--- src/tcs_map.svh ---
// register pointers, field positions, reset values and timing for the conversion scheduler
//
// How it works
// - rate setting is read at pointer 04h and written at 0Ah, one store.
// - rate code only changes idle time; each conversion keeps its length.
// - rate setting resets to 08h, sixteen conversions per second.
// - codes 00h..08h give 0.0625 per second doubling up to 16 per second.
// - in shutdown any write to pointer 0Fh launches exactly one cycle.
// - one-shot cycle converts local, remote or both per the enable bits.
// - after a one-shot cycle the device returns to shutdown.
// - data byte of a one-shot write is dropped and not stored.
// - enable register at 16h: bit 0 local, bit 1 remote.
// - both enables reset to one; a cleared enable skips that channel.
// - one fault count at 22h governs both channels and both limits.
// - alert asserts once consecutive out-of-limit results equal the count.
// - codes 01h,03h,07h,0Fh need 1,2,3,4 results; reset is 01h.
// - ideality adjust at 23h is signed -128..127, resets to zero.
// - remote result uses ideality 1.008*2088/(2088+adjust).
// - remote offset is added to every remote result.
// - pointer FEh reads a fixed maker identification byte.
// - setting shutdown finishes the running sequence; clearing it resumes.
// - busy status bit is one while a conversion runs, registered one clock behind the sequencer state.
`ifndef TCS_MAP_SVH
`define TCS_MAP_SVH

// ----------------------------------------
// pointers
// ----------------------------------------
`define TCS_PTR_STATUS 8'h02
`define TCS_PTR_CONFIG_RD 8'h03
`define TCS_PTR_RATE_RD 8'h04
`define TCS_PTR_CONFIG_WR 8'h09
`define TCS_PTR_RATE_WR 8'h0A
`define TCS_PTR_ONESHOT 8'h0F
`define TCS_PTR_OFFSET_HI 8'h11
`define TCS_PTR_OFFSET_LO 8'h12
`define TCS_PTR_CHAN 8'h16
`define TCS_PTR_FAULT 8'h22
`define TCS_PTR_IDEAL 8'h23
`define TCS_PTR_MAKER 8'hFE

// ----------------------------------------
// fields and reset values
// ----------------------------------------
`define TCS_CFG_SHUTDOWN_BIT 6
`define TCS_STATUS_BUSY_BIT 7
`define TCS_CHAN_LOCAL_BIT 0
`define TCS_CHAN_REMOTE_BIT 1
`define TCS_RATE_RESET 8'h08
`define TCS_RATE_MAX 8'h08
`define TCS_FAULT_RESET 4'h1
`define TCS_IDEAL_RESET 8'h00
`define TCS_CHAN_RESET 2'h3
`define TCS_MAKER_ID_DEFAULT 8'hA7

// ----------------------------------------
// arithmetic and timing
// ----------------------------------------
`define TCS_KELVIN_OFFSET 18'sh11126
`define TCS_RECIP_2088 14'sh1F63
`define TCS_RECIP_SHIFT 24
`define TCS_CLK_HZ 25000000
`define TCS_CONV_TIME_US 15000
`define TCS_SLOWEST_PERIOD_S 16

`endif

--- src/tcs_pkg.sv ---
// types shared by the conversion scheduler modules
`default_nettype none
package tcs_pkg;
  typedef enum logic [1:0] {
    TCS_ST_SHUTDOWN,
    TCS_ST_LOCAL,
    TCS_ST_REMOTE,
    TCS_ST_WAIT
  } tcs_state_t;
endpackage : tcs_pkg
`default_nettype wire

--- src/tcs_if.sv ---
// interfaces between the scheduler top and its sequencer and fault counter
`default_nettype none
interface tcs_sched_if;
  logic shutdown;
  logic oneshot;
  logic [7:0] rate_code;
  logic local_on;
  logic remote_on;
  logic busy;
  logic local_done;
  logic remote_done;
  tcs_pkg::tcs_state_t state;
  modport ctrl (output shutdown, oneshot, rate_code, local_on, remote_on,
                input busy, local_done, remote_done, state);
  modport seq (input shutdown, oneshot, rate_code, local_on, remote_on,
               output busy, local_done, remote_done, state);
endinterface : tcs_sched_if

interface tcs_fault_if;
  logic [1:0] sample;
  logic [3:0] trip;
  logic [2:0] need;
  logic alert;
  modport ctrl (output sample, trip, need, input alert);
  modport cnt (input sample, trip, need, output alert);
endinterface : tcs_fault_if
`default_nettype wire

--- src/tcs_sched.sv ---
// conversion sequencer: channel order, conversion length and rate interval
`include "tcs_map.svh"
`default_nettype none
module tcs_sched #(
  parameter int unsigned CONV_CYCLES = 375000,
  parameter int unsigned SLOW_PERIOD = 400000000
) (
  input wire logic i_clock,
  input wire logic i_sys_rst,
  tcs_sched_if.seq s
);
  tcs_pkg::tcs_state_t state_q;
  tcs_pkg::tcs_state_t first_st;
  logic [31:0] conv_cnt_q;
  logic [31:0] period_cnt_q;
  logic [31:0] period_target;
  logic [3:0] code;
  logic oneshot_pend_q;
  logic conv_end;
  logic start_seq;

  assign code = (s.rate_code > `TCS_RATE_MAX) ? 4'(`TCS_RATE_MAX) : s.rate_code[3:0];
  assign period_target = SLOW_PERIOD >> code;
  assign conv_end = conv_cnt_q == CONV_CYCLES - 1;
  assign first_st = s.local_on ? tcs_pkg::TCS_ST_LOCAL :
                    (s.remote_on ? tcs_pkg::TCS_ST_REMOTE : tcs_pkg::TCS_ST_WAIT);
  assign start_seq = (state_q == tcs_pkg::TCS_ST_SHUTDOWN && (!s.shutdown || oneshot_pend_q)) ||
                     (state_q == tcs_pkg::TCS_ST_WAIT && !s.shutdown && period_cnt_q >= period_target - 1);
  assign s.busy = state_q == tcs_pkg::TCS_ST_LOCAL || state_q == tcs_pkg::TCS_ST_REMOTE;
  assign s.state = state_q;

  // ----------------------------------------
  // sequence state
  // ----------------------------------------
  always_ff @(posedge i_clock or posedge i_sys_rst)
  begin
    if (i_sys_rst)
      state_q <= tcs_pkg::TCS_ST_SHUTDOWN;
    else if (start_seq)
      state_q <= first_st;
    else
      case (state_q)
        tcs_pkg::TCS_ST_LOCAL:
          if (conv_end)
            state_q <= s.remote_on ? tcs_pkg::TCS_ST_REMOTE : tcs_pkg::TCS_ST_WAIT;
        tcs_pkg::TCS_ST_REMOTE:
          if (conv_end)
            state_q <= tcs_pkg::TCS_ST_WAIT;
        tcs_pkg::TCS_ST_WAIT:
          if (s.shutdown)
            state_q <= tcs_pkg::TCS_ST_SHUTDOWN;
        default:
          state_q <= state_q;
      endcase
  end

  // one-shot request only counts while resting in shutdown
  always_ff @(posedge i_clock or posedge i_sys_rst)
  begin
    if (i_sys_rst)
      oneshot_pend_q <= 1'b0;
    else if (state_q != tcs_pkg::TCS_ST_SHUTDOWN)
      oneshot_pend_q <= 1'b0;
    else if (s.oneshot && s.shutdown)
      oneshot_pend_q <= 1'b1;
    else if (start_seq)
      oneshot_pend_q <= 1'b0;
  end

  always_ff @(posedge i_clock or posedge i_sys_rst)
  begin
    if (i_sys_rst)
      conv_cnt_q <= 32'h0;
    else if (!s.busy || conv_end)
      conv_cnt_q <= 32'h0;
    else
      conv_cnt_q <= conv_cnt_q + 32'h1;
  end

  // interval runs from sequence start, so the rate only stretches idle time
  always_ff @(posedge i_clock or posedge i_sys_rst)
  begin
    if (i_sys_rst)
      period_cnt_q <= 32'h0;
    else if (start_seq)
      period_cnt_q <= 32'h0;
    else if (period_cnt_q != 32'hFFFFFFFF)
      period_cnt_q <= period_cnt_q + 32'h1;
  end

  always_ff @(posedge i_clock or posedge i_sys_rst)
  begin
    if (i_sys_rst)
    begin
      s.local_done <= 1'b0;
      s.remote_done <= 1'b0;
    end
    else
    begin
      s.local_done <= state_q == tcs_pkg::TCS_ST_LOCAL && conv_end;
      s.remote_done <= state_q == tcs_pkg::TCS_ST_REMOTE && conv_end;
    end
  end

  oneshot_ignored_a: assert property (@(posedge i_clock) disable iff (i_sys_rst)
    s.oneshot && state_q != tcs_pkg::TCS_ST_SHUTDOWN |=> !oneshot_pend_q)
    else $error("one-shot accepted while running");
  chan_skip_a: assert property (@(posedge i_clock) disable iff (i_sys_rst)
    start_seq && !s.local_on |=> state_q != tcs_pkg::TCS_ST_LOCAL)
    else $error("disabled local channel converted");
  conv_len_a: assert property (@(posedge i_clock) disable iff (i_sys_rst)
    $rose(s.local_done) |-> $past(conv_cnt_q) == CONV_CYCLES - 1)
    else $error("conversion length wrong");
  oneshot_cover: cover property (@(posedge i_clock) disable iff (i_sys_rst)
    state_q == tcs_pkg::TCS_ST_WAIT && s.shutdown ##1 state_q == tcs_pkg::TCS_ST_SHUTDOWN);
endmodule : tcs_sched
`default_nettype wire

--- src/tcs_fault.sv ---
// consecutive out-of-limit counters, one per channel and limit
`default_nettype none
module tcs_fault #(
  parameter int unsigned NUM_CNT = 4
) (
  input wire logic i_clock,
  input wire logic i_sys_rst,
  tcs_fault_if.cnt f
);
  logic [2:0] cnt_q [NUM_CNT];
  logic [NUM_CNT-1:0] hit;

  for (genvar i = 0; i < NUM_CNT; i++)
  begin : g_cnt
    always_ff @(posedge i_clock or posedge i_sys_rst)
    begin
      if (i_sys_rst)
        cnt_q[i] <= 3'h0;
      else if (f.sample[i/2])
      begin
        if (!f.trip[i])
          cnt_q[i] <= 3'h0;
        else if (cnt_q[i] < 3'h4)
          cnt_q[i] <= cnt_q[i] + 3'h1;
      end
    end
    assign hit[i] = cnt_q[i] >= f.need;
  end

  always_ff @(posedge i_clock or posedge i_sys_rst)
  begin
    if (i_sys_rst)
      f.alert <= 1'b0;
    else
      f.alert <= |hit;
  end

  alert_cause_a: assert property (@(posedge i_clock) disable iff (i_sys_rst)
    $rose(f.alert) |-> $past(|hit))
    else $error("alert without enough faults");
  clear_a: assert property (@(posedge i_clock) disable iff (i_sys_rst)
    f.sample[0] && !f.trip[0] |=> cnt_q[0] == 3'h0)
    else $error("counter kept after in-limit result");
  alert_cover: cover property (@(posedge i_clock) disable iff (i_sys_rst) $rose(f.alert));
endmodule : tcs_fault
`default_nettype wire

--- src/tcs_top.sv ---
// conversion scheduler top: pointer registers, result adjustment and alert
`include "tcs_map.svh"
`default_nettype none
module tcs_top #(
  parameter int unsigned CLK_HZ = `TCS_CLK_HZ,
  parameter int unsigned CONV_CYCLES = CLK_HZ / 1000000 * `TCS_CONV_TIME_US,
  parameter int unsigned SLOW_PERIOD = CLK_HZ * `TCS_SLOWEST_PERIOD_S,
  parameter logic [7:0] MAKER_ID = `TCS_MAKER_ID_DEFAULT // arbitrary value
) (
  input wire logic i_clock,
  input wire logic i_sys_rst,
  input wire logic i_reg_wr,
  input wire logic i_reg_rd,
  input wire logic [7:0] i_reg_ptr,
  input wire logic [7:0] i_reg_wdata,
  output logic [7:0] o_reg_rdata,
  input wire logic [15:0] i_local_raw,
  input wire logic [15:0] i_remote_raw,
  input wire logic [1:0] i_local_trip,
  input wire logic [1:0] i_remote_trip,
  output logic o_conv_local,
  output logic o_conv_remote,
  output logic o_busy,
  output logic o_result_strobe,
  output logic [15:0] o_local_temp,
  output logic [15:0] o_remote_temp,
  output logic o_alert_n
);
  // ----------------------------------------
  // storage
  // ----------------------------------------
  logic [7:0] rate_q;
  logic shutdown_request_q;
  logic local_channel_on_q;
  logic remote_channel_on_q;
  logic [3:0] fault_code_q;
  logic signed [7:0] ideal_q;
  logic [15:0] offset_q;
  logic oneshot_q;
  logic wr_rate;
  logic wr_chan;
  logic [2:0] need;

  tcs_sched_if sif ();
  tcs_fault_if fif ();

  assign wr_rate = i_reg_wr && i_reg_ptr == `TCS_PTR_RATE_WR;
  assign wr_chan = i_reg_wr && i_reg_ptr == `TCS_PTR_CHAN;

  // ----------------------------------------
  // register writes
  // ----------------------------------------
  always_ff @(posedge i_clock or posedge i_sys_rst)
  begin
    if (i_sys_rst)
      rate_q <= `TCS_RATE_RESET;
    else if (wr_rate)
      rate_q <= i_reg_wdata;
  end

  always_ff @(posedge i_clock or posedge i_sys_rst)
  begin
    if (i_sys_rst)
      shutdown_request_q <= 1'b0;
    else if (i_reg_wr && i_reg_ptr == `TCS_PTR_CONFIG_WR)
      shutdown_request_q <= i_reg_wdata[`TCS_CFG_SHUTDOWN_BIT];
  end

  always_ff @(posedge i_clock or posedge i_sys_rst)
  begin
    if (i_sys_rst)
    begin
      local_channel_on_q <= 1'(`TCS_CHAN_RESET >> `TCS_CHAN_LOCAL_BIT);
      remote_channel_on_q <= 1'(`TCS_CHAN_RESET >> `TCS_CHAN_REMOTE_BIT);
    end
    else if (wr_chan)
    begin
      local_channel_on_q <= i_reg_wdata[`TCS_CHAN_LOCAL_BIT];
      remote_channel_on_q <= i_reg_wdata[`TCS_CHAN_REMOTE_BIT];
    end
  end

  always_ff @(posedge i_clock or posedge i_sys_rst)
  begin
    if (i_sys_rst)
      fault_code_q <= `TCS_FAULT_RESET;
    else if (i_reg_wr && i_reg_ptr == `TCS_PTR_FAULT)
      fault_code_q <= i_reg_wdata[3:0];
  end

  always_ff @(posedge i_clock or posedge i_sys_rst)
  begin
    if (i_sys_rst)
      ideal_q <= `TCS_IDEAL_RESET;
    else if (i_reg_wr && i_reg_ptr == `TCS_PTR_IDEAL)
      ideal_q <= i_reg_wdata;
  end

  always_ff @(posedge i_clock or posedge i_sys_rst)
  begin
    if (i_sys_rst)
      offset_q <= 16'h0000;
    else if (i_reg_wr && i_reg_ptr == `TCS_PTR_OFFSET_HI)
      offset_q[15:8] <= i_reg_wdata;
    else if (i_reg_wr && i_reg_ptr == `TCS_PTR_OFFSET_LO)
      offset_q[7:0] <= i_reg_wdata;
  end

  // one-shot keeps only the write event, the byte is dropped
  always_ff @(posedge i_clock or posedge i_sys_rst)
  begin
    if (i_sys_rst)
      oneshot_q <= 1'b0;
    else
      oneshot_q <= i_reg_wr && i_reg_ptr == `TCS_PTR_ONESHOT;
  end

  // ----------------------------------------
  // register reads
  // ----------------------------------------
  always_ff @(posedge i_clock or posedge i_sys_rst)
  begin
    if (i_sys_rst)
      o_reg_rdata <= 8'h00;
    else if (i_reg_rd)
    begin
      if (i_reg_ptr == `TCS_PTR_RATE_RD)
        o_reg_rdata <= rate_q;
      else if (i_reg_ptr == `TCS_PTR_STATUS)
        o_reg_rdata <= {o_busy, 7'h00};
      else if (i_reg_ptr == `TCS_PTR_CONFIG_RD)
        o_reg_rdata <= {1'b0, shutdown_request_q, 6'h00};
      else if (i_reg_ptr == `TCS_PTR_CHAN)
        o_reg_rdata <= {6'h00, remote_channel_on_q, local_channel_on_q};
      else if (i_reg_ptr == `TCS_PTR_FAULT)
        o_reg_rdata <= {4'h0, fault_code_q};
      else if (i_reg_ptr == `TCS_PTR_IDEAL)
        o_reg_rdata <= ideal_q;
      else if (i_reg_ptr == `TCS_PTR_OFFSET_HI)
        o_reg_rdata <= offset_q[15:8];
      else if (i_reg_ptr == `TCS_PTR_OFFSET_LO)
        o_reg_rdata <= offset_q[7:0];
      else if (i_reg_ptr == `TCS_PTR_MAKER)
        o_reg_rdata <= MAKER_ID;
      else
        o_reg_rdata <= 8'h00;
    end
  end

  // ----------------------------------------
  // sequencer
  // ----------------------------------------
  assign sif.shutdown = shutdown_request_q;
  assign sif.oneshot = oneshot_q;
  assign sif.rate_code = rate_q;
  assign sif.local_on = local_channel_on_q;
  assign sif.remote_on = remote_channel_on_q;

  tcs_sched #(
    .CONV_CYCLES(CONV_CYCLES),
    .SLOW_PERIOD(SLOW_PERIOD)
  ) u_sched (
    .i_clock(i_clock),
    .i_sys_rst(i_sys_rst),
    .s(sif.seq)
  );

  always_ff @(posedge i_clock or posedge i_sys_rst)
  begin
    if (i_sys_rst)
    begin
      o_busy <= 1'b0;
      o_conv_local <= 1'b0;
      o_conv_remote <= 1'b0;
    end
    else
    begin
      o_busy <= sif.busy;
      o_conv_local <= sif.state == tcs_pkg::TCS_ST_LOCAL;
      o_conv_remote <= sif.state == tcs_pkg::TCS_ST_REMOTE;
    end
  end

  // ----------------------------------------
  // remote adjustment
  // ----------------------------------------
  // result scales by (2088+adj)/2088 in kelvin; reciprocal multiply avoids a divider
  logic signed [17:0] kelvin;
  logic signed [25:0] kel_adj;
  logic signed [39:0] kel_scaled;
  logic signed [39:0] corr_full;
  logic [15:0] remote_adj;

  assign kelvin = 18'(signed'(i_remote_raw)) + `TCS_KELVIN_OFFSET;
  assign kel_adj = 26'(kelvin * ideal_q);
  assign kel_scaled = 40'(kel_adj * `TCS_RECIP_2088);
  assign corr_full = kel_scaled >>> `TCS_RECIP_SHIFT;
  assign remote_adj = i_remote_raw + corr_full[15:0] + offset_q;

  always_ff @(posedge i_clock or posedge i_sys_rst)
  begin
    if (i_sys_rst)
      o_local_temp <= 16'h0000;
    else if (sif.local_done)
      o_local_temp <= i_local_raw;
  end

  always_ff @(posedge i_clock or posedge i_sys_rst)
  begin
    if (i_sys_rst)
      o_remote_temp <= 16'h0000;
    else if (sif.remote_done)
      o_remote_temp <= remote_adj;
  end

  always_ff @(posedge i_clock or posedge i_sys_rst)
  begin
    if (i_sys_rst)
      o_result_strobe <= 1'b0;
    else
      o_result_strobe <= sif.local_done || sif.remote_done;
  end

  // ----------------------------------------
  // consecutive fault alert
  // ----------------------------------------
  always_comb
  begin
    need = 3'(fault_code_q[0]) + 3'(fault_code_q[1]) + 3'(fault_code_q[2]) + 3'(fault_code_q[3]);
    if (need == 3'h0)
      need = 3'h1;
  end

  assign fif.sample = {sif.remote_done, sif.local_done};
  assign fif.trip = {i_remote_trip, i_local_trip};
  assign fif.need = need;

  tcs_fault #(
    .NUM_CNT(4)
  ) u_fault (
    .i_clock(i_clock),
    .i_sys_rst(i_sys_rst),
    .f(fif.cnt)
  );

  always_ff @(posedge i_clock or posedge i_sys_rst)
  begin
    if (i_sys_rst)
      o_alert_n <= 1'b1;
    else
      o_alert_n <= !fif.alert;
  end

  // ----------------------------------------
  // checks
  // ----------------------------------------
  rate_reset_a: assert property (@(posedge i_clock)
    $fell(i_sys_rst) |-> rate_q == 8'h08 && fault_code_q == 4'h1 && ideal_q == 8'h00)
    else $error("reset values wrong");
  rate_alias_a: assert property (@(posedge i_clock) disable iff (i_sys_rst)
    wr_rate ##1 !wr_rate ##1 i_reg_rd && i_reg_ptr == 8'h04 && !i_reg_wr |=> o_reg_rdata == $past(i_reg_wdata, 3))
    else $error("rate write not seen at read pointer");
  maker_read_a: assert property (@(posedge i_clock) disable iff (i_sys_rst)
    i_reg_rd && i_reg_ptr == 8'hFE |=> o_reg_rdata == MAKER_ID)
    else $error("maker id read wrong");
  chan_bits_a: assert property (@(posedge i_clock) disable iff (i_sys_rst)
    wr_chan |=> local_channel_on_q == $past(i_reg_wdata[0]) && remote_channel_on_q == $past(i_reg_wdata[1]))
    else $error("channel enable bits misplaced");
  busy_track_a: assert property (@(posedge i_clock) disable iff (i_sys_rst)
    o_busy == $past(sif.busy))
    else $error("busy status does not follow conversion");
  oneshot_start_a: assert property (@(posedge i_clock) disable iff (i_sys_rst)
    shutdown_request_q && oneshot_q && sif.state == tcs_pkg::TCS_ST_SHUTDOWN && local_channel_on_q
    && $stable(shutdown_request_q) |-> ##2 sif.state == tcs_pkg::TCS_ST_LOCAL)
    else $error("one-shot did not start a conversion");
  ideal_zero_a: assert property (@(posedge i_clock) disable iff (i_sys_rst)
    sif.remote_done && ideal_q == 8'h00 |=> o_remote_temp == $past(i_remote_raw + offset_q))
    else $error("zero adjust changed result");
  alert_one_a: assert property (@(posedge i_clock) disable iff (i_sys_rst)
    need == 3'h1 && sif.local_done && i_local_trip[0] |-> ##3 !o_alert_n)
    else $error("alert missing after one fault");
  remote_cover: cover property (@(posedge i_clock) disable iff (i_sys_rst) sif.remote_done && ideal_q != 8'h00);
  shutdown_cover: cover property (@(posedge i_clock) disable iff (i_sys_rst) $rose(shutdown_request_q) ##[1:20] o_busy);
endmodule : tcs_top
`default_nettype wire

--- config.mk ---
export PLATFORM = sky130hd
export DESIGN_NAME = tcs_top
export DESIGN_NICKNAME = d
export VERILOG_FILES = /design/src/tcs_pkg.sv /design/src/tcs_if.sv /design/src/tcs_sched.sv /design/src/tcs_fault.sv /design/src/tcs_top.sv
export VERILOG_INCLUDE_DIRS = /design/src
export SDC_FILE = /design/constraint.sdc
export NUM_CORES = 1
export LEC_CHECK = 0
export BUFFER_PORTS_ARGS = -buffer_cell sky130_fd_sc_hd__buf_4
export CORE_MARGIN = 5
export CORE_UTILIZATION = 55
export CTS_CLUSTER_DIAMETER = 200
export DETAILED_ROUTE_END_ITERATION = 16
export PLACE_DENSITY = 0.73
export SETUP_SLACK_MARGIN = 0.3
export SYNTH_ARGS = -nofsm -noshare
export SYNTH_HDL_FRONTEND = slang
export SYNTH_SLANG_ARGS = --single-unit
--- constraint.sdc ---
create_clock -name i_clock -period 15.8 [get_ports i_clock]
set_clock_uncertainty 0.1 [all_clocks]
set_input_delay 0.79 -clock i_clock [delete_from_list [all_inputs] [get_ports i_clock]]
set_output_delay 0.79 -clock i_clock [all_outputs]
set_load 0.05 [all_outputs]
==> results of run 1 <==
==> worst paths after layout <==
check / to / slack [ps]
max: o_remote_temp[15] / 1320
min: o_alert_n / 260
max reg2reg: o_remote_temp[15] / 1860
min reg2reg: o_alert_n / 260
max in group asynchronous: u_sched.period_cnt_q[8] / 13630
min in group asynchronous: u_sched.conv_cnt_q[27] / 390
==> worst max-delay path, delay by kind of cell <==
family | cells | cell delay, ps
xor+xnor | 5 | 1480
fa+ha+maj | 15 | 7080
buf+inv | 10 | 1080
compound gates | 16 | 2900
simple gates | 8 | 1430
==> state kept, by name (all words and copies together) (netlist names), 2 cells and up <==
| signal | count |
|---|---|
| fault_code_q | 4 |
| ideal_q | 8 |
| o_local_temp | 16 |
| o_reg_rdata | 8 |
| o_remote_temp | 16 |
| offset_q | 16 |
| rate_q | 8 |
| u_fault.cnt_q | 12 |
| u_sched.conv_cnt_q | 32 |
| u_sched.period_cnt_q | 32 |
| u_sched.s.state | 2 |
==> layer usage <==
| layer | vias to the layer above | wire length, um | part of all wire (%) |
|---|---|---|---|
| met1 | 7571 | 21300 | 44 |
| met2 | 356 | 23500 | 49 |
| met4 | 0 | 775 | 1.6 |
| li1 | 7086 | - | - |
| met3 | 66 | 2550 | 5.3 |
| met5 | - | 0 | 0 |
==> power by group <==
| part | switching, mW | internal [mW] |
|---|---|---|
| Sequential | 0.0135 | 0.434 |
| Combinational | 2.28 | 1.77 |
| Clock | 0.200 | 0.240 |
| Total | 2.49 | 2.45 |
==> area by class of cell <==
| type | count | area [sq um] |
|---|---|---|
| fill | 3247 | 14700 |
| clock inverter | 15 | 189 |
| multi-input combinational | 1531 | 15100 |
| sequential | 167 | 4190 |
| timing repair buffer | 120 | 901 |
| inverter | 416 | 1570 |
| clock buffer | 17 | 425 |
| tap | 511 | 639 |
==> Yosys cell counts (14+ instances only) <==
cell type  number
clkbuf_1       34
a21o_1         41
and2_1         73
xor2_1         67
nand2_1        98
nor2b_1        51
a21oi_1        79
nor2_1        155
fa_1          284
o21ai_1        15
nand2b_1       19
ha_1          248
inv_1         414
mux2_2         69
dfrtp_1       162
xnor2_1        58
o21ai_0        37
nand3_1        45
or3_1          14
nand4_1        21
and3_1         15
nor3_1         14
==> logic make-up (layout without fill, tap and decap cells) <==
group | count (synthesis) | in the layout
AO/OA/AOI/OAI | 252 | 252
multiplexers | 74 | 74
buffers and inverters | 454 | 568
flip-flops | 167 | 167
AND/OR/NAND/NOR | 539 | 539
other | 1 | 7
XOR/XNOR | 127 | 127
adder cells (fa/ha/maj) | 532 | 532
==> through the flow <==
step	instance area (sq um)	hold slack, ps	utilization, %
floorplan	21000	237	-
global placement	22400	246	59.4
detailed placement	22400	254	59.4
CTS	23000	261	61.1
global route	23000	279	61.1
finish	23000	257	61.1
==> qor.yml, run 1 <==
synthMuxAreaShare_pct: 3.94
rsz0062_at_grt: "false"
io_buffers: 100
wire_per_inst_um: 17.3
layout_commonest_cell: "inv_1"
slowest_stage: "fa_1"
avgViaCountPerCell: 5.43
crit_top_cell: "fa_1"
place_hpwl_um: 39800
drive_gt1_share_pct: 10.6
num_vias: 15100
antenna_found_initial: 0
core_area_sq_um: 37700
p_leak_nw: 11.9
io_pins: 101
final_cells: 2777
whs_path_depth: 1
startpoint_type: "input port"
r2r_start: "ideal_q[7]"
gr-total-overflow: 0
fin_ws_ps: 1320
cts_tree: "built"
power_density_nw_per_um2: 215
yosysTopAreaCellShare_pct: 27.1
die_area_sq_um: 42100
synth_flop_cell: "dfrtp_1"
max_freq_ghz: 0.0690
min_path_type: "reg2reg"
worst_slew_pin_slew_ps: 1240
synthArstFlopShare_pct: 100
yosys-top-cells-area: "fa_1 (27%), dfrtp_1 (19%), ha_1 (15%)"
ys_types: 65
power.total_mw: 4.94
first_pass_iters: 7
drt_iter0_drc: 976
syn_area_sq_um: 21000
place_ws_ps: 920
htree_num_levels: 4
clock-root-buffer: "clkbuf_16"
final_cell_mix: "inv_1 (413), fa_1 (284), ha_1 (248)"
slew_viol_final: 0
placedCellCount: 2745
cp_data_required_time_ps: 16080
cap_violations: 0
fin_crit_sh_pct: 91.7
wl_um: 48200
synth_top_family_by_area: "adder cells"
grt_util_met1_pct: 33.7
synth_area_leader_cell: "fa_1"
synth_compound_area_share_pct: 7.63
synth_cells: 2146
synth_xor_area_share_pct: 5.41
numCtsBuffers: 17
grt_most_used_layer: "met2"
drc: 0
grt_pass1_wl_um: 81600
area_growth_pct: 9.73
critPathMaxFanout: 9
final_hold_viol_count: 0
fp.dieW_um: 205
crit_start: "i_remote_raw[1]"
insertion_delay_ps: 460
synth-seq-cells: 167
synth_fa_ha_area_share_pct: 41.9
critical_path_arrival_ps: 14760
gr-usage-met2_pct: 40.1
nNetsFinal: 2841
rr_worst_depth: 47
hold_path.startpoint: "u_fault.f.alert"
status: "complete, no violations"
postCtsSetupBuffers: 0
place_congestion: 0.947
grt_max_degree: 92
cts_resized: 0
ys_seq_area_share_pct: 20.0
vdd_ir_drop_max_mv: 0.245
finalSetupViolations: 0
syn_area_per_cell_sq_um: 9.77
slowest_delay_ps: 600
cts_hold_buf: 0
yosys_warnings: 0
relSlewSlack_pct: 17.6
diodes: 0
grt.met3_usage_pct: 4.33
synthSimpleGateAreaFrac_pct: 13.0
period_needed_ps: 14480
synth_edf_count: 0
path_clk_slew_ps: 70
start_util_pct: 55.7
crit_path_end_kind: "register"
ant_nets: 0
die_h_um: 205
row_count: 71
clk_path_buf_depth: 2
numClockSinks: 167
grt_pass1_vias: 16100
critPathKind: "in2reg"
fin_setup_tns_ps: 0
grtUsageTotal_pct: 24.3
(Power assumes the default switching activity.)
==> run 2: changes to the inputs <==
--- a/config.mk
+++ b/config.mk
@@ -7,7 +7,7 @@
 export NUM_CORES = 1
 export LEC_CHECK = 0
 export BUFFER_PORTS_ARGS = -buffer_cell sky130_fd_sc_hd__buf_4
-export CORE_MARGIN = 5
+export CORE_MARGIN = 8
 export CORE_UTILIZATION = 55
 export CTS_CLUSTER_DIAMETER = 200
 export DETAILED_ROUTE_END_ITERATION = 16
==> run 2 against run 1 <==
Utilization is essentially flat. Combinational power grew 1%. Via count grew 0.58%. First-iteration DRC count grew 2.5%. Sequential share of layout area is essentially flat. Fmax is essentially flat. Clock-buffer cell count grew 2. Hold slack gained 16 ps. Register-to-register slack lost 30 ps. Critical path type unchanged.
==> qor.yml, run 2 (synthesis gave the netlist of run 1 again) <==
cap_violations: 0  # unchanged
path_clk_slew_ps: 60  # about the same
antenna_found_initial: 0  # unchanged
critical_path.top_delay_family: "adder cells"
min_path_type: "reg2reg"
htree_num_levels: 4  # unchanged
fin_setup_tns_ps: 0  # unchanged
drt_iter0_drc: 1000  # +2.5%
drc: 0  # unchanged
fill_cells: 3204  # -1.3%
layout_commonest_cell: "inv_1"
row_count: 71  # unchanged
critical_path_arrival_ps: 14750  # about the same
avgViaCountPerCell: 5.46  # +0.61%
first_pass_iters: 6  # -1
grtUsageTotal_pct: 22.9  # -1.3 points
crit_top_cell: "fa_1"
grt_max_degree: 100  # +8.7%
gr-total-overflow: 0  # unchanged
insertion_delay_ps: 450  # about the same
drive_gt1_share_pct: 10.5  # -0.13 points
slew_viol_final: 0  # unchanged
place_congestion: 0.941  # -0.62%
numClockSinks: 167  # unchanged
max_freq_ghz: 0.0690  # about the same
grt_pass1_vias: 16100  # -0.29%
status: "complete, no violations"
finalSetupViolations: 0  # unchanged
ant_nets: 0  # unchanged
worst_slew_pin_slew_ps: 1170  # -69.6 ps
final_cells: 2776  # -0.036%
cts_tree: "built"
p_leak_nw: 11.9  # -0.10%
area_growth_pct: 9.54
start_util_pct: 55.8  # +0.13 points
place_ws_ps: 856  # -64.2 ps
postCtsSetupBuffers: 0  # unchanged
io_buffers: 100  # unchanged
num_vias: 15200  # +0.58%
top_layer: "met4"
clock-root-buffer: "clkbuf_16"
reg_top3: "u_sched.conv_cnt_q (32), u_sched.period_cnt_q (32)"
critPathKind: "in2reg"
final_hold_viol_count: 0  # unchanged
die_area_sq_um: 44600  # +5.9%
wl_um: 48400  # +0.54%
final_cell_mix: "inv_1 (413), fa_1 (284), ha_1 (248)"
relSlewSlack_pct: 22.2  # +4.6 points
numCtsBuffers: 17  # unchanged
met3_length_um: 2760  # +8.2%
p_clk_share_pct: 8.5  # -0.4 points
cp_data_required_time_ps: 16060  # -20 ps
slowest_delay_ps: 590  # about the same
place_hpwl_um: 40400  # +1.5%
wire_per_inst_um: 17.4  # +0.58%
cts_resized: 0  # unchanged
met2_length_um: 23000  # -2.0%
fin_crit_sh_pct: 91.7  # about the same
drt-met1-wl_um: 21300  # about the same
rsz0062_at_grt: "false"
period_needed_ps: 14490  # +8.73 ps
critPathMaxFanout: 9  # unchanged
clk_path_buf_depth: 2  # unchanged
startpoint_type: "input port"
power_density_nw_per_um2: 216  # +0.76%
fp.dieW_um: 211  # +2.9%
vdd_ir_drop_max_mv: 0.251  # +2.8%
cts_hold_buf: 0  # unchanged
nNetsFinal: 2840  # -0.035%
cp.buffers_inverters: 9  # -1
grt_pass1_wl_um: 81900  # +0.44%
die_h_um: 211  # +2.9%
switching_power_mw: 2.52  # +0.96%
core_area_sq_um: 37600  # -0.24%
io_pins: 101  # unchanged
combPwrFrac_pct: 82.5  # +0.5 points
seq_power_share_pct: 9.0  # about the same
slowest_stage: "fa_1"
fin_ws_ps: 1310  # -8.73 ps
crit_path_end_kind: "register"
p_sw_share_pct: 50.7  # +0.19 points
internal_power_mw: 2.45  # +0.19%
placedCellCount: 2744  # -0.036%
diodes: 0  # unchanged
[run 2: power groups by stage]
stage          clock (mW)  sequential, mW  combinational (mW)
4_1_cts             0.429           0.447                4.12
3_3_place_gp            0           0.455                3.99
6_report            0.421           0.448                4.10
3_5_place_dp            0           0.455                4.09
5_1_grt             0.446           0.448                4.73
2_1_floorplan           0           0.452                3.11
[run 2: layout make-up]
type	count	area, sq um	share of cell area, %
Clock inverter	13	148	0.643
Timing Repair Buffer	119	893	3.89
Clock buffer	19	433	1.89
Sequential cell	167	4190	18.2
Tap cell	511	639	2.78
Multi-Input combinational cell	1531	15100	65.8
Inverter	416	1570	6.82
[run 2: per-stage QoR]
stage	hold slack (ps)	instance area [sq um]	total power, mW	utilization (%)
2_1_floorplan	237	21000	3.56	-
3_3_place_gp	253	22400	4.44	59.6
3_5_place_dp	255	22400	4.55	59.6
4_1_cts	276	23000	5.00	61.1
5_1_grt	285	23000	5.62	61.1
6_report	273	23000	4.97	61.1
[run 2: final timing paths]
kind	start	to	slack, ps	cells past startpoint
min reg2reg	u_fault.f.alert	o_alert_n	270	1
min in group asynchronous	i_sys_rst	u_sched.conv_cnt_q[23]	420	2
min	u_fault.f.alert	o_alert_n	270	1
max	i_remote_raw[1]	o_remote_temp[15]	1310	56
max reg2reg	ideal_q[7]	o_remote_temp[15]	1830	47
max in group asynchronous	i_sys_rst	u_sched.period_cnt_q[6]	13680	3
[run 2: worst register-to-register path, delay by kind of cell (launching register included)]
kind,cells,cell delay [ps]
compound gates,15,2730
simple gates,6,1010
flops,1,660
buf+inv,8,1040
xor+xnor,4,1390
fa+ha+maj,14,6940
[run 2: per-layer routing]
layer,vias to the layer above,GRT usage [%]
met1,7564,31.0
met2,409,37.0
met5,-,0
met4,0,6.85
met3,99,4.54
li1,7094,-
==> run 3: changes to the inputs <==
==> constraint.sdc (replaced) <==
create_clock -name i_clock -period 15.8 [get_ports i_clock]
set_clock_uncertainty 0.1 [all_clocks]
set_input_delay 3.16 -clock i_clock [delete_from_list [all_inputs] [get_ports i_clock]]
set_output_delay 3.16 -clock i_clock [all_outputs]
set_load 0.05 [all_outputs]
==> run 3 against run 2 <==
Sequential cell count is the same. Clock-buffer cell count is the same. Via count grew 4.5%. Setup slack lost 640 ps. Critical path depth grew 4. Global-route usage grew 0.65 points. Critical path type unchanged. Critical endpoint is now o_remote_temp[12].
==> qor.yml, run 3 (synthesis gave the netlist of run 1 again) <==
status: "complete, no violations"
cp.buffers_inverters: 15  # +6
cts_tree: "built"
numCtsBuffers: 17  # unchanged
ant_nets: 0  # unchanged
reg_top3: "u_sched.conv_cnt_q (32), u_sched.period_cnt_q (32)"
gr-total-overflow: 0  # unchanged
cp_data_required_time_ps: 16030  # -30 ps
row_count: 71  # unchanged
slowest_stage: "fa_1"
final_hold_viol_count: 0  # unchanged
finalSetupViolations: 0  # unchanged
area_growth_pct: 19.9
avgViaCountPerCell: 5.39  # -1.4%
cts_hold_buf: 0  # unchanged
cap_violations: 0  # unchanged
first_pass_iters: 5  # -1
critPathMaxFanout: 3  # -6
grt_max_degree: 90  # -10%
numClockSinks: 167  # unchanged
worst_slew_pin_slew_ps: 1160  # -7.59 ps
critPathKind: "in2reg"
crit_path_end_kind: "register"
wl_um: 50600  # +4.4%
placedCellCount: 2882  # +5.0%
die_h_um: 211  # unchanged
io_pins: 101  # unchanged
start_util_pct: 55.8  # unchanged
nNetsFinal: 3005  # +5.8%
num_vias: 15800  # +4.5%
drt_iter0_drc: 845  # -16%
diodes: 0  # unchanged
startpoint_type: "input port"
grt_pass1_wl_um: 85100  # +3.9%
clock-root-buffer: "clkbuf_16"
final_cell_mix: "inv_1 (396), fa_1 (281), buf_4 (270)"
path_clk_slew_ps: 70  # about the same
grtUsageTotal_pct: 23.6  # +0.65 points
antenna_found_initial: 0  # unchanged
layout_commonest_cell: "inv_1"
place_hpwl_um: 41700  # +3.3%
rsz0062_at_grt: "true"
wire_per_inst_um: 17.2  # -1.4%
crit_top_cell: "fa_1"
min_path_type: "reg2reg"
slowest_delay_ps: 590  # about the same
htree_num_levels: 4  # unchanged
slew_viol_final: 0  # unchanged
fp.dieW_um: 211  # unchanged
drive_gt1_share_pct: 22.0  # +12 points
insertion_delay_ps: 440  # about the same
die_area_sq_um: 44600  # unchanged
clk_path_buf_depth: 2  # unchanged
io_buffers: 100  # unchanged
final_cells: 2941  # +5.9%
drc: 0  # unchanged
relSlewSlack_pct: 22.7  # +0.51 points
period_needed_ps: 15140  # +644 ps
place_congestion: 0.928  # -1.3%
core_area_sq_um: 37600  # unchanged
critical_path.top_delay_family: "adder cells"
max_freq_ghz: 0.0661  # -4.3%
fin_crit_sh_pct: 95.8  # +4.1 points
critical_path_arrival_ps: 15360  # +610 ps
grt_pass1_vias: 17000  # +5.6%
-- run 3: path summary, 6_finish.rpt --
kind                       cells past startpoint       startpoint  slack (ps)                        to
max                                           60  i_remote_raw[2]         660         o_remote_temp[12]
min                                            1  u_fault.f.alert         260                 o_alert_n
max reg2reg                                   52       ideal_q[7]        3150         o_remote_temp[12]
min reg2reg                                    1  u_fault.f.alert         260                 o_alert_n
max in group asynchronous                      3        i_sys_rst       11300  u_sched.period_cnt_q[25]
min in group asynchronous                      2        i_sys_rst        2770    u_sched.conv_cnt_q[18]
-- run 3: timing repair --
| item | 4_1_cts | 5_1_grt |
|---|---|---|
| gates resized for setup | 34 | 131 |
| pin swaps | 17 | 134 |
| endpoints found under the setup margin | 5 | 9 |
| endpoints found under the hold margin | 0 | 0 |
| setup buffers | 4 | 23 |
-- run 3: final cells by class --
type,count,area (sq um)
Clock inverter,13,141
Inverter,416,1580
Multi-Input combinational cell,1531,16000
Clock buffer,19,433
Fill cell,2872,12400
Timing Repair Buffer,284,2200
Tap cell,511,639
Sequential cell,167,4190
-- run 3: through the flow --
| stage | hold slack (ps) | cell area, sq um | utilization, % | setup TNS [ps] | setup WS [ps] |
|---|---|---|---|---|---|
| floorplan | 237 | 21100 | - | 0 | 319 |
| global placement | 247 | 23600 | 62.7 | -579 | -267 |
| detailed placement | 260 | 23600 | 62.7 | -1720 | -508 |
| CTS | 263 | 24300 | 64.8 | 0 | 302 |
| global route | 271 | 25100 | 66.9 | 0 | 218 |
| finish | 257 | 25100 | 66.9 | 0 | 664 |
-- run 3: per-layer routing --
layer / global-route usage (%) / vias to the layer above / routed length (um)
met3: 5.36 / 76 / 2820
li1: - / 7408 / -
met4: 5.21 / 0 / 1040
met1: 31.4 / 7995 / 21800
met2: 39.0 / 365 / 24900
met5: 0 / - / 0
Power of run 3 is not shown: default switching activity piles up to over one toggle a cycle in this logic, so the estimate is an artifact.
